**config.mk**
```make
export PLATFORM = sky130hd
export DESIGN_NAME = photon_gate
export DESIGN_NICKNAME = d
export VERILOG_FILES = /design/src/photon_gate_pkg.sv /design/src/photon_gate.sv
export SDC_FILE = /design/constraint.sdc
export NUM_CORES = 1
export LEC_CHECK = 0
export BUFFER_PORTS_ARGS = -buffer_cell sky130_fd_sc_hd__buf_2
export CORE_MARGIN = 2
export CORE_UTILIZATION = 60
export CTS_BUF_LIST = sky130_fd_sc_hd__clkbuf_4
export DETAILED_ROUTE_END_ITERATION = 7
export GPL_TIMING_DRIVEN = 0
export PLACE_DENSITY = 0.86
export SYNTH_ARGS = -nofsm -noshare
export SYNTH_HDL_FRONTEND = slang
export SYNTH_SLANG_ARGS = --single-unit
```
**constraint.sdc**
```tcl
create_clock -name i_sys_clk -period 14.2 [get_ports i_sys_clk]
set_input_delay 1.42 -clock i_sys_clk [delete_from_list [all_inputs] [get_ports i_sys_clk]]
set_output_delay 1.42 -clock i_sys_clk [all_outputs]
set_load 0.005 [all_outputs]
```
**src/photon_gate_pkg.sv**
```systemverilog
// Purpose: constants for the gated photon counter input block
// Assumes: apb register map, 32-bit data, one 50 MHz clock
// Notes: threshold constants are stand-in values
//
// Summary of operation
// - count one edge in the chosen direction
// - count edge selection resets to falling
// - edge and gate polarity set per channel
// - count only while gate holds active level
// - gate polarity selectable high or low
// - gate polarity resets to active high
// - edge inside gate counts, pulse width irrelevant
// - window set by gate width within each point interval
// - start by software, rising or falling trigger
// - without per-point step, trigger starts whole curve
// - with per-point step, each interval awaits trigger
// - host reads back gate polarity per channel
// - threshold range constants readable from storage
package photon_gate_pkg;
   ////////////////////////////////////////////////////////////////
   // register byte offsets
   localparam logic [7:0] OFS_CTRL = 8'h00; // config, rw
   localparam logic [7:0] OFS_CMD = 8'h04; // start/stop, wo
   localparam logic [7:0] OFS_INTERVAL = 8'h08; // cycles per point
   localparam logic [7:0] OFS_POINTS = 8'h0C; // points per curve
   localparam logic [7:0] OFS_STATUS = 8'h10; // state, ro
   localparam logic [7:0] OFS_COUNT0 = 8'h14; // last result ch0
   localparam logic [7:0] OFS_COUNT1 = 8'h18; // last result ch1
   localparam logic [7:0] OFS_THRESH = 8'h20; // 4 words of constants
   ////////////////////////////////////////////////////////////////
   // control, command and status field positions
   localparam int CTL_EDGE = 0; // bits 1:0, 1 = rising edge
   localparam int CTL_GPOL = 2; // bits 3:2, 1 = active high
   localparam int CTL_TRIG = 4; // bits 5:4 trigger condition
   localparam int CTL_STEP = 6; // per-point step action
   localparam int CTL_ACCU = 7; // accumulate sweeps
   localparam int CMD_START = 0;
   localparam int CMD_STOP = 1;
   localparam int ST_BUSY = 0;
   localparam int ST_ARMED = 1;
   localparam int ST_GPOL = 2; // bits 3:2 gate polarity readback
   localparam int ST_POINT = 16; // bits 31:16 point index
   ////////////////////////////////////////////////////////////////
   // reset values
   localparam logic [1:0] EDGE_RESET = 2'h0; // falling on both
   localparam logic [1:0] GPOL_RESET = 2'h3; // active high on both
   localparam logic [31:0] INTERVAL_RESET = 32'h0000_0064;
   localparam logic [15:0] POINTS_RESET = 16'h0001;
   // threshold range constants, arbitrary stand-in values
   localparam logic [31:0] THRESH_ROM [4] = '{32'h0000_0000, 32'h0000_0000,
                                               32'h0000_0000, 32'h0000_0000};
   ////////////////////////////////////////////////////////////////
   // trigger condition and sequencer states
   typedef enum logic [1:0] {TRIG_NONE, TRIG_RISE, TRIG_FALL, TRIG_RSVD} trig_t;
   typedef enum logic [1:0] {S_IDLE, S_ARMED, S_RUN} seq_t;
endpackage

```
**src/photon_gate.sv**
```systemverilog
// Purpose: two-channel gated edge counter with trigger-qualified start
// Assumes: detector, gate and trigger inputs synchronous to i_sys_clk
// Notes: registers over apb, one wait state on every transfer
`timescale 1ns/10ps
module photon_gate
   import photon_gate_pkg::*;
#(
   parameter int N_CH = 2, // count channels
   parameter int CNT_W = 32 // counter width
) (
   input wire logic i_sys_clk, // 50 MHz
   input wire logic i_resetn, // synchronous, active low
   input wire logic [N_CH-1:0] i_count, // detector pulses
   input wire logic [N_CH-1:0] i_gate, // gate levels
   input wire logic i_trigger, // trigger level
   input wire logic i_psel,
   input wire logic i_penable,
   input wire logic i_pwrite,
   input wire logic [7:0] i_paddr,
   input wire logic [31:0] i_pwdata,
   output logic [31:0] o_prdata,
   output logic o_pready,
   output logic o_pslverr,
   output logic o_busy, // armed or recording active
   output logic o_armed, // waiting for trigger
   output logic o_point_done // one-cycle pulse per interval
);
   ////////////////////////////////////////////////////////////////
   // elaboration checks
   if (N_CH != 2) begin : g_bad_ch
      $error("photon_gate serves exactly two channels");
   end
   if (CNT_W != 32) begin : g_bad_w
      $error("photon_gate counter width must be 32");
   end
   ////////////////////////////////////////////////////////////////
   // declarations
   logic [1:0] edge_q; // count edge select
   logic [1:0] gpol_q; // gate polarity
   trig_t trig_q; // trigger condition
   logic step_q; // per-point step action
   logic accu_q; // accumulate
   logic [31:0] interval_q; // cycles per point
   logic [15:0] points_q; // points per curve
   seq_t state_q; // sequencer state
   logic [31:0] timer_q; // interval timer
   logic [15:0] point_q; // point index
   logic [N_CH-1:0] cnt_prev_q; // previous count level
   logic trig_prev_q; // previous trigger level
   logic [CNT_W-1:0] cnt_q [N_CH]; // running counts
   logic [CNT_W-1:0] res_q [N_CH]; // latched results
   logic [N_CH-1:0] cnt_ev; // active count edge seen
   logic [N_CH-1:0] gate_on; // gate at active level
   logic trig_ev; // qualifying trigger edge
   logic wr_acc; // write access cycle
   logic rd_acc; // read access cycle
   logic start_cmd; // software start
   logic stop_cmd; // software stop
   logic int_end; // last cycle of interval
   logic last_pt; // ending point is last of curve
   logic [31:0] rd_d; // read mux
   logic map_d; // address is mapped
   ////////////////////////////////////////////////////////////////
   // apb access decode, taken in the cycle before pready rises
   // acting only while pready is still low keeps a master that holds
   // penable through the answer cycle from writing twice
   assign wr_acc = i_psel & i_penable & ~o_pready & i_pwrite;
   assign rd_acc = i_psel & i_penable & ~o_pready & ~i_pwrite;
   assign start_cmd = wr_acc & (i_paddr == OFS_CMD) & i_pwdata[CMD_START];
   assign stop_cmd = wr_acc & (i_paddr == OFS_CMD) & i_pwdata[CMD_STOP];
   ////////////////////////////////////////////////////////////////
   // edge detection and gating per channel
   // inputs are synchronous, so one history flop per pin is enough and an
   // edge is a level change against the previous cycle's sample
   for (genvar c = 0; c < N_CH; c++) begin : g_ch
      // rising when select set, falling otherwise
      assign cnt_ev[c] = edge_q[c] ? (i_count[c] & ~cnt_prev_q[c]) :
                         (~i_count[c] & cnt_prev_q[c]);
      // gate level compared with its own polarity only
      assign gate_on[c] = ~(i_gate[c] ^ gpol_q[c]);
   end
   ////////////////////////////////////////////////////////////////
   // trigger edge qualifier
   // code 3 falls to the default branch and never fires, so a start with
   // it stays armed until a stop
   always_comb begin
      case (trig_q)
         TRIG_RISE: trig_ev = i_trigger & ~trig_prev_q;
         TRIG_FALL: trig_ev = ~i_trigger & trig_prev_q;
         default: trig_ev = 1'b0;
      endcase
   end
   // interval end: the timer is in the last cycle of the point
   assign int_end = (state_q == S_RUN) & (timer_q >= interval_q - 32'h1);
   // ending point is the last of the curve or sweep
   assign last_pt = (point_q >= points_q - 16'h1);
   ////////////////////////////////////////////////////////////////
   // input history
   // history resets low, the idle level of the far side, so no false edge
   // is seen right after reset
   always_ff @(posedge i_sys_clk) begin
      if (!i_resetn) begin
         cnt_prev_q <= '0;
         trig_prev_q <= 1'b0;
      end else begin
         cnt_prev_q <= i_count;
         trig_prev_q <= i_trigger;
      end
   end
   ////////////////////////////////////////////////////////////////
   // configuration registers
   // writes land in the access cycle only; other offsets change nothing
   always_ff @(posedge i_sys_clk) begin
      if (!i_resetn) begin
         edge_q <= EDGE_RESET;
         gpol_q <= GPOL_RESET;
         trig_q <= TRIG_NONE;
         step_q <= 1'b0;
         accu_q <= 1'b0;
         interval_q <= INTERVAL_RESET;
         points_q <= POINTS_RESET;
      end else if (wr_acc) begin
         case (i_paddr)
            OFS_CTRL: begin
               edge_q <= i_pwdata[CTL_EDGE+:2];
               gpol_q <= i_pwdata[CTL_GPOL+:2];
               trig_q <= trig_t'(i_pwdata[CTL_TRIG+:2]);
               step_q <= i_pwdata[CTL_STEP];
               accu_q <= i_pwdata[CTL_ACCU];
            end
            // zero interval would never end, hold at one
            OFS_INTERVAL: interval_q <= (i_pwdata == 32'h0) ? 32'h1 : i_pwdata;
            OFS_POINTS: points_q <= (i_pwdata[15:0] == 16'h0) ? 16'h1 : i_pwdata[15:0];
            default: ;
         endcase
      end
   end
   ////////////////////////////////////////////////////////////////
   // recording sequencer
   // stop is tested first so that it wins over a start in the same word;
   // a start while busy falls through the case and is dropped
   always_ff @(posedge i_sys_clk) begin
      if (!i_resetn) begin
         state_q <= S_IDLE;
         point_q <= 16'h0;
      end else if (stop_cmd) begin
         state_q <= S_IDLE;
      end else begin
         case (state_q)
            S_IDLE: begin
               if (start_cmd) begin
                  point_q <= 16'h0;
                  // no condition starts at once
                  state_q <= (trig_q == TRIG_NONE) ? S_RUN : S_ARMED;
               end
            end
            S_ARMED: begin
               if (trig_ev || trig_q == TRIG_NONE) begin
                  state_q <= S_RUN;
               end
            end
            S_RUN: begin
               // trigger edges ignored while running
               if (int_end) begin
                  if (!last_pt) begin
                     point_q <= point_q + 16'h1;
                     // each point waits for its own edge
                     state_q <= (step_q && trig_q != TRIG_NONE) ? S_ARMED : S_RUN;
                  end else if (accu_q) begin
                     point_q <= 16'h0;
                     // next sweep, one trigger per sweep
                     state_q <= (trig_q == TRIG_NONE) ? S_RUN : S_ARMED;
                  end else begin
                     state_q <= S_IDLE;
                  end
               end
            end
            default: state_q <= S_IDLE;
         endcase
      end
   end
   ////////////////////////////////////////////////////////////////
   // interval timer
   // zero based; runs only while recording and restarts at each interval end
   always_ff @(posedge i_sys_clk) begin
      if (!i_resetn) begin
         timer_q <= 32'h0;
      end else if (state_q != S_RUN || int_end) begin
         timer_q <= 32'h0;
      end else begin
         timer_q <= timer_q + 32'h1;
      end
   end
   ////////////////////////////////////////////////////////////////
   // gated counters, edge sampled against gate level
   // counters wrap at their width; even the longest interval at full rate stays below it
   for (genvar c = 0; c < N_CH; c++) begin : g_cnt
      logic inc; // qualified count this cycle
      // gate inactive blocks edge; an unused gate is held active outside
      assign inc = (state_q == S_RUN) & cnt_ev[c] & gate_on[c];
      always_ff @(posedge i_sys_clk) begin
         if (!i_resetn) begin
            cnt_q[c] <= '0;
            res_q[c] <= '0;
         end else if (int_end) begin
            // edge on the last cycle still lands in the result
            res_q[c] <= cnt_q[c] + {{(CNT_W-1){1'b0}}, inc};
            cnt_q[c] <= '0;
         end else if (state_q != S_RUN) begin
            cnt_q[c] <= '0;
         end else if (inc) begin
            cnt_q[c] <= cnt_q[c] + {{(CNT_W-1){1'b0}}, 1'b1};
         end
      end
   end
   ////////////////////////////////////////////////////////////////
   // read mux
   // unmapped offsets raise the error flag and read as zero
   always_comb begin
      rd_d = 32'h0;
      map_d = 1'b1;
      case (i_paddr)
         OFS_CTRL: rd_d = {24'h0, accu_q, step_q, trig_q, gpol_q, edge_q};
         OFS_CMD: rd_d = 32'h0;
         OFS_INTERVAL: rd_d = interval_q;
         OFS_POINTS: rd_d = {16'h0, points_q};
         OFS_STATUS: rd_d = {point_q, 12'h0, gpol_q,
                             state_q == S_ARMED, state_q != S_IDLE};
         OFS_COUNT0: rd_d = res_q[0];
         OFS_COUNT1: rd_d = res_q[1];
         OFS_THRESH: rd_d = THRESH_ROM[0];
         OFS_THRESH + 8'h04: rd_d = THRESH_ROM[1];
         OFS_THRESH + 8'h08: rd_d = THRESH_ROM[2];
         OFS_THRESH + 8'h0C: rd_d = THRESH_ROM[3];
         default: map_d = 1'b0;
      endcase
   end
   ////////////////////////////////////////////////////////////////
   // apb answer, one wait state
   // pready is a one-cycle pulse; a held penable raises it again every second cycle
   always_ff @(posedge i_sys_clk) begin
      if (!i_resetn) begin
         o_pready <= 1'b0;
         o_pslverr <= 1'b0;
         o_prdata <= 32'h0;
      end else begin
         o_pready <= i_psel & i_penable & ~o_pready;
         o_pslverr <= i_psel & i_penable & ~o_pready & ~map_d;
         o_prdata <= (rd_acc && map_d) ? rd_d : 32'h0;
      end
   end
   ////////////////////////////////////////////////////////////////
   // status outputs
   // one cycle behind the sequencer so every top output leaves a flop
   always_ff @(posedge i_sys_clk) begin
      if (!i_resetn) begin
         o_busy <= 1'b0;
         o_armed <= 1'b0;
         o_point_done <= 1'b0;
      end else begin
         o_busy <= (state_q != S_IDLE);
         o_armed <= (state_q == S_ARMED);
         o_point_done <= int_end;
      end
   end
endmodule

```
== Word level (Yosys, flattened, before mapping) ==
Memories as Yosys holds them, arrays and structs flattened.
Index checks and enable logic that the tools add are counted.

* $add $sub $neg: 8
* Multiply operators: 0
* Div/mod/pow operators: 0
* $lt $le $gt $ge: 2
* Equal/unequal tests: 19
* Shift-type cells: 0
* Mux-type cells: 46
* Bitwise gates (word level): 42
* Reduce and logical (&&, ||, !) cells: 21

{| class="wikitable"
|+ Operators by type and width
! cell !! count
|-
| $mux W32 || 9
|-
| $pmux W32 S6 || 1
|-
| $add A32 B1 Y32 const B || 3
|-
| $mux W16 || 5
|-
| $add A32 B1 Y32 || 2
|-
| $eq A8 B6 Y1 const B || 4
|-
| $ge A32 B32 Y1 || 1
|-
| $logic_not A32 Y1 || 1
|-
| $pmux W16 S2 || 1
|-
| $sub A32 B1 Y32 const B || 1
|-
| $eq A8 B5 Y1 const B || 3
|-
| $mux W1 || 21
|-
| $and A1 B1 Y1 || 19
|-
| $add A16 B1 Y16 const B || 1
|-
| $eq A8 B4 Y1 const B || 2
|-
| $ge A16 B16 Y1 || 1
|-
| $logic_not A16 Y1 || 1
|-
| $sub A16 B1 Y16 const B || 1
|-
| $mux W2 || 7
|-
| $not A1 Y1 || 13
|-
| $reduce_or A11 Y1 || 1
|-
| $eq A8 B3 Y1 const B || 1
|-
| $logic_not A8 Y1 || 1
|-
| $ne A2 B2 Y1 const B || 4
|-
| 15 further kinds || 34
|}

* Bits in registers: 146
* Latch bits: 0
* RAM bits: 128
* Memory bits (read-only): 0
* Bits of input ports: 50
* Word-level logic and storage cells: 158
* Memories kept: 2

{| class="wikitable"
|+ Memory list
! name !! words !! width !! read ports !! clocked after Yosys merged registers in !! wr ports !! RTL line !! text
|-
| cnt_q || 2 || 32 || 2 || 0 || 2 || photon_gate.sv:50 || <nowiki>logic [CNT_W-1:0] cnt_q [N_CH];</nowiki>
|-
| res_q || 2 || 32 || 2 || 0 || 2 || photon_gate.sv:51 || <nowiki>logic [CNT_W-1:0] res_q [N_CH];</nowiki>
|}

== Logic depth before layout (Yosys ltp) ==
* Word-level depth: 11
* Gate-level depth with buffers: 18
* Mapped depth without buffers: 17

== Least setup slack after synthesis ==
Ideal clock, no wire load.

* Path kind: register to register
* Start point: register interval_q[5]
* End point: memory res_q[0][0] (enable)
* Arrival: 7.670 ns
* Data required time: 13.626 ns
* Slack: 5.956 ns
* Cell stages (with the launch flop): 14
* Path buffers: 0
* Clock period less this slack: 8.244 ns
* Cell sequence: dfxtp_1 or4_4 nor4_4 nand2b_2 nand2b_4 or2_1 nor4_2 xnor2_1 ha_1 nand4_1 or4_1 a31oi_1 nor2_1 o21ai_0

{| class="wikitable"
|+ RTL lines
! element !! RTL line !! text
|-
| start, declared || photon_gate.sv:43 || <nowiki>logic [31:0] interval_q;</nowiki>
|-
| start signal, assigned || photon_gate.sv:132 || <nowiki>OFS_INTERVAL: interval_q <= (i_pwdata == 32'h0) ? 32'h1 : i_pwdata;</nowiki>
|-
| end, declared || photon_gate.sv:51 ||
|}

==> flow_summary.json <==
{
  "status": "completed",
  "worst_pin_slew_ns": 0.955,
  "grt_max_degree": 33,
  "hold_class": "register to register",
  "crit_required_ns": 14.49,
  "grt_pass1_wl_um": 65400,
  "cts-buffers-inserted": 73,
  "power_frac_comb_pct": 2.6,
  "grt_overflow": 0,
  "setup_violations": 0,
  "synth_top_area_share_pct": 25.5,
  "fin_tns_setup_ns": 0,
  "pwr-share-seq_pct": 52.2,
  "num_vias": 13181,
  "clock_path_buffers": 3,
  "grt_pass1_vias": 12443,
  "syn_to_final_growth_pct": 12.3,
  "drc": 0,
  "rsz0062_at_grt": "no",
  "synth_edf_count": 128,
  "antenna_found_initial": 1,
  "routed_wl_um": 42400,
  "hold_viol_final": 0,
  "drt-pass1-iter-count": 7,
  "gp_congestion": 1.01,
  "die_w_um": 163,
  "stdcell_count": 2209,
  "grt.busiest_layer": "met2",
  "drt_iter0_drc": 1387,
  "dp.cells": 2079,
  "skew_ns": 0.0445,
  "ys_ff_latch": 274,
  "maxCapViolCount": 0,
  "synthFlopType": "dfxtp_1",
  "pin_count": 87,
  "io_buffer_count": 84,
  "rows": 58,
  "cpMostUsedCell": "nor3_1",
  "crit_buf_inv": 1,
  "dieArea_um2": 26400,
  "dp_hpwl_um": 31800,
  "via_per_inst": 5.97,
  "path_cells": "nor3_1 -> nor3b_1 -> nand3_1 -> or2_1 -> nor3_1 -> xnor2_1 -> ha_1 -> nand4_1 -> or4_1 -> a31oi_1 -> or2_2 -> buf_2 -> or3_2",
  "finalMaxSlewViolations": 0,
  "cts.sinks": 274,
  "avgRoutedWirePerCell_um": 19.2,
  "postLayoutCoreUtil_pct": 67.8,
  "clkPwrFrac_pct": 45.2,
  "path_max_fanout": 32,
  "grt_util_met3_pct": 6.26,
  "syn_nets": 1774,
  "ctsResizeCount": 0,
  "syn_inst": 1663,
  "cp_top_family": "simple AND/OR/NAND/NOR gates",
  "async_flop_share_pct": 0,
  "leakagePower_nw": 5.86,
  "synth_warnings": 0,
  "synth_common_cells": "254 x nor2_1, 253 x nand2_1, 146 x dfxtp_1",
  "swShare_pct": 22.9,
  "cp_data_arrival_time_ns": 5.76,
  "grt_util_met2_pct": 51.2,
  "fin_ws_ns": 8.73,
  "p_total_mw": 1.59,
  "clock_latency_ns": 0.70,
  "yosys.cell_types.count": 65,
  "critPathSlowestCell": "nor3b_1",
  "synth_area_leaders": "edfxtp_1 25%, dfxtp_1 19%, nor2_1 6.3%",
  "avgSynthCellArea_um2": 9.07,
  "yosysMostFrequentCell": "nor2_1",
  "synth_area_um2": 15100,
  "grt_usage_pct": 31.8,
  "yosysSeqAreaShare_pct": 44.9,
  "postCtsSetupBuffers": 0,
  "crit_path_max_incr_delay_ns": 0.71,
  "p_int_mw": 1.23,
  "start_util_pct": 60.4,
  "worstSetupPathType": "register to register",
  "hold_buffers": 0,
  "h-tree-depth": 3,
  "fmax_mhz": 183,
  "post-route-period-util_pct": 38.5,
  "core-area_um2": 25000,
  "ir_drop_v": 0.0000575,
  "dp_slack_ns": 8.37,
  "switchingPower_mw": 0.365,
  "layout-drive-gt1-share_pct": 14.9,
  "grtUsageMet1_pct": 42.1,
  "clkSlewWorstSetupHoldPaths_ns": 0.06,
  "nets": 1935,
  "root_buffer": "clkbuf_4",
  "end_kind": "register",
  "fillers": 1948,
  "start_kind": "register",
  "ant_nets": 0,
  "cts_tree": "yes",
  "synth_top_area_cell": "edfxtp_1",
  "slew_headroom_pct": 35.7,
  "min_period_ns": 5.47,
  "dieHeight_um": 163,
  "power.density_nw_per_um2": 94.1
}
-- registers in the layout, indices dropped and copies added, names as in the netlist --
| register | count |
|---|---|
| o_pslverr | 1 |
| state_q | 2 |
| o_busy | 1 |
| accu_q | 1 |
| trig_prev_q | 1 |
| o_point_done | 1 |
| gpol_q | 2 |
| res_q | 64 |
| o_pready | 1 |
| trig_q | 2 |
| cnt_prev_q | 2 |
| timer_q | 32 |
| edge_q | 2 |
| o_armed | 1 |
| o_prdata | 32 |
| points_q | 16 |
| step_q | 1 |
| point_q | 16 |
| interval_q | 32 |
| cnt_q | 64 |
-- routing by layer --
layer / up-vias / share of wire (%)
met3: 104 / 9.4
met2: 665 / 46
li1: 6203 / -
met5: - / 0
met1: 6209 / 41
met4: 0 / 4.1
-- power groups by stage --
stage / sequential [mW] / combinational, mW / clock (mW)
finish: 0.831 / 0.0411 / 0.721
global route: 0.831 / 0.0426 / 0.770
CTS: 0.831 / 0.0397 / 0.728
detailed placement: 0.848 / 0.0396 / 0
global placement: 0.850 / 0.0371 / 0
floorplan: 0.848 / 0.0180 / 0
-- per-stage QoR --
step                instance area, um^2  hold slack [ns]
floorplan                         15100            0.430
global placement                  15900            0.444
detailed placement                16000            0.454
CTS                               16900            0.467
global route                      16900            0.505
finish                            16900            0.465
-- final cells by class --
class                   count  area [um^2]  area share, %
diodes                      1         2.50         0.0148
plain buffers              82          353           2.08
clock buffers             108          811           4.79
clock inverters            21          140          0.828
inverters                  29          109          0.643
multi-input cells        1278         7870           46.5
flip-flops and latches    274         6770           40.0
well taps                 330          413           2.44
repair buffers             86          468           2.76
-- cells in the final DEF, fill, tap and decap left out, types with 5 or more instances in the layout --
master,instances
clkbuf_4,108
a21oi_1,70
nor2_1,254
inv_1,28
nor3b_1,6
mux2_2,29
buf_2,108
a21boi_1,12
dfxtp_1,146
a21boi_0,21
xor2_1,89
clkinv_1,13
a22oi_1,23
nand3b_1,5
and4_1,9
a222oi_1,9
edfxtp_1,128
and2_1,16
and3_1,19
or4_1,9
o21ai_0,20
ha_1,61
o211ai_1,6
nand2b_1,9
a41oi_1,11
nor2b_1,6
nand2_1,253
nand3_1,62
nand4_1,36
clkbuf_1,54
nor4_1,25
a31oi_1,17
xnor2_1,107
nor3_1,42
-- path summary, 6_finish.rpt --
path                 startpoint      endpoint  slack, ns  depth (start not counted)
setup / recovery  interval_q[2]  cnt_q[1][13]       8.73                         13
hold / removal       timer_q[0]    timer_q[0]       0.47                          1
setup reg to reg  interval_q[2]  cnt_q[1][13]       8.73                         13
hold reg to reg      timer_q[0]    timer_q[0]       0.47                          1
-- cell families (layout without fill, tap and decap cells) --
logic type,count (synthesis),in the layout,synth area share [%]
other,0,1,0
AO/OA/AOI/OAI,211,211,9.33
multiplexers,30,30,2.23
XOR/XNOR,196,196,11.4
flip-flops,274,274,44.9
AND/OR/NAND/NOR,780,780,24.1
buffers and inverters,111,326,3.06
adder cells (fa/ha/maj),61,61,5.06
(Power assumes the default switching activity.)
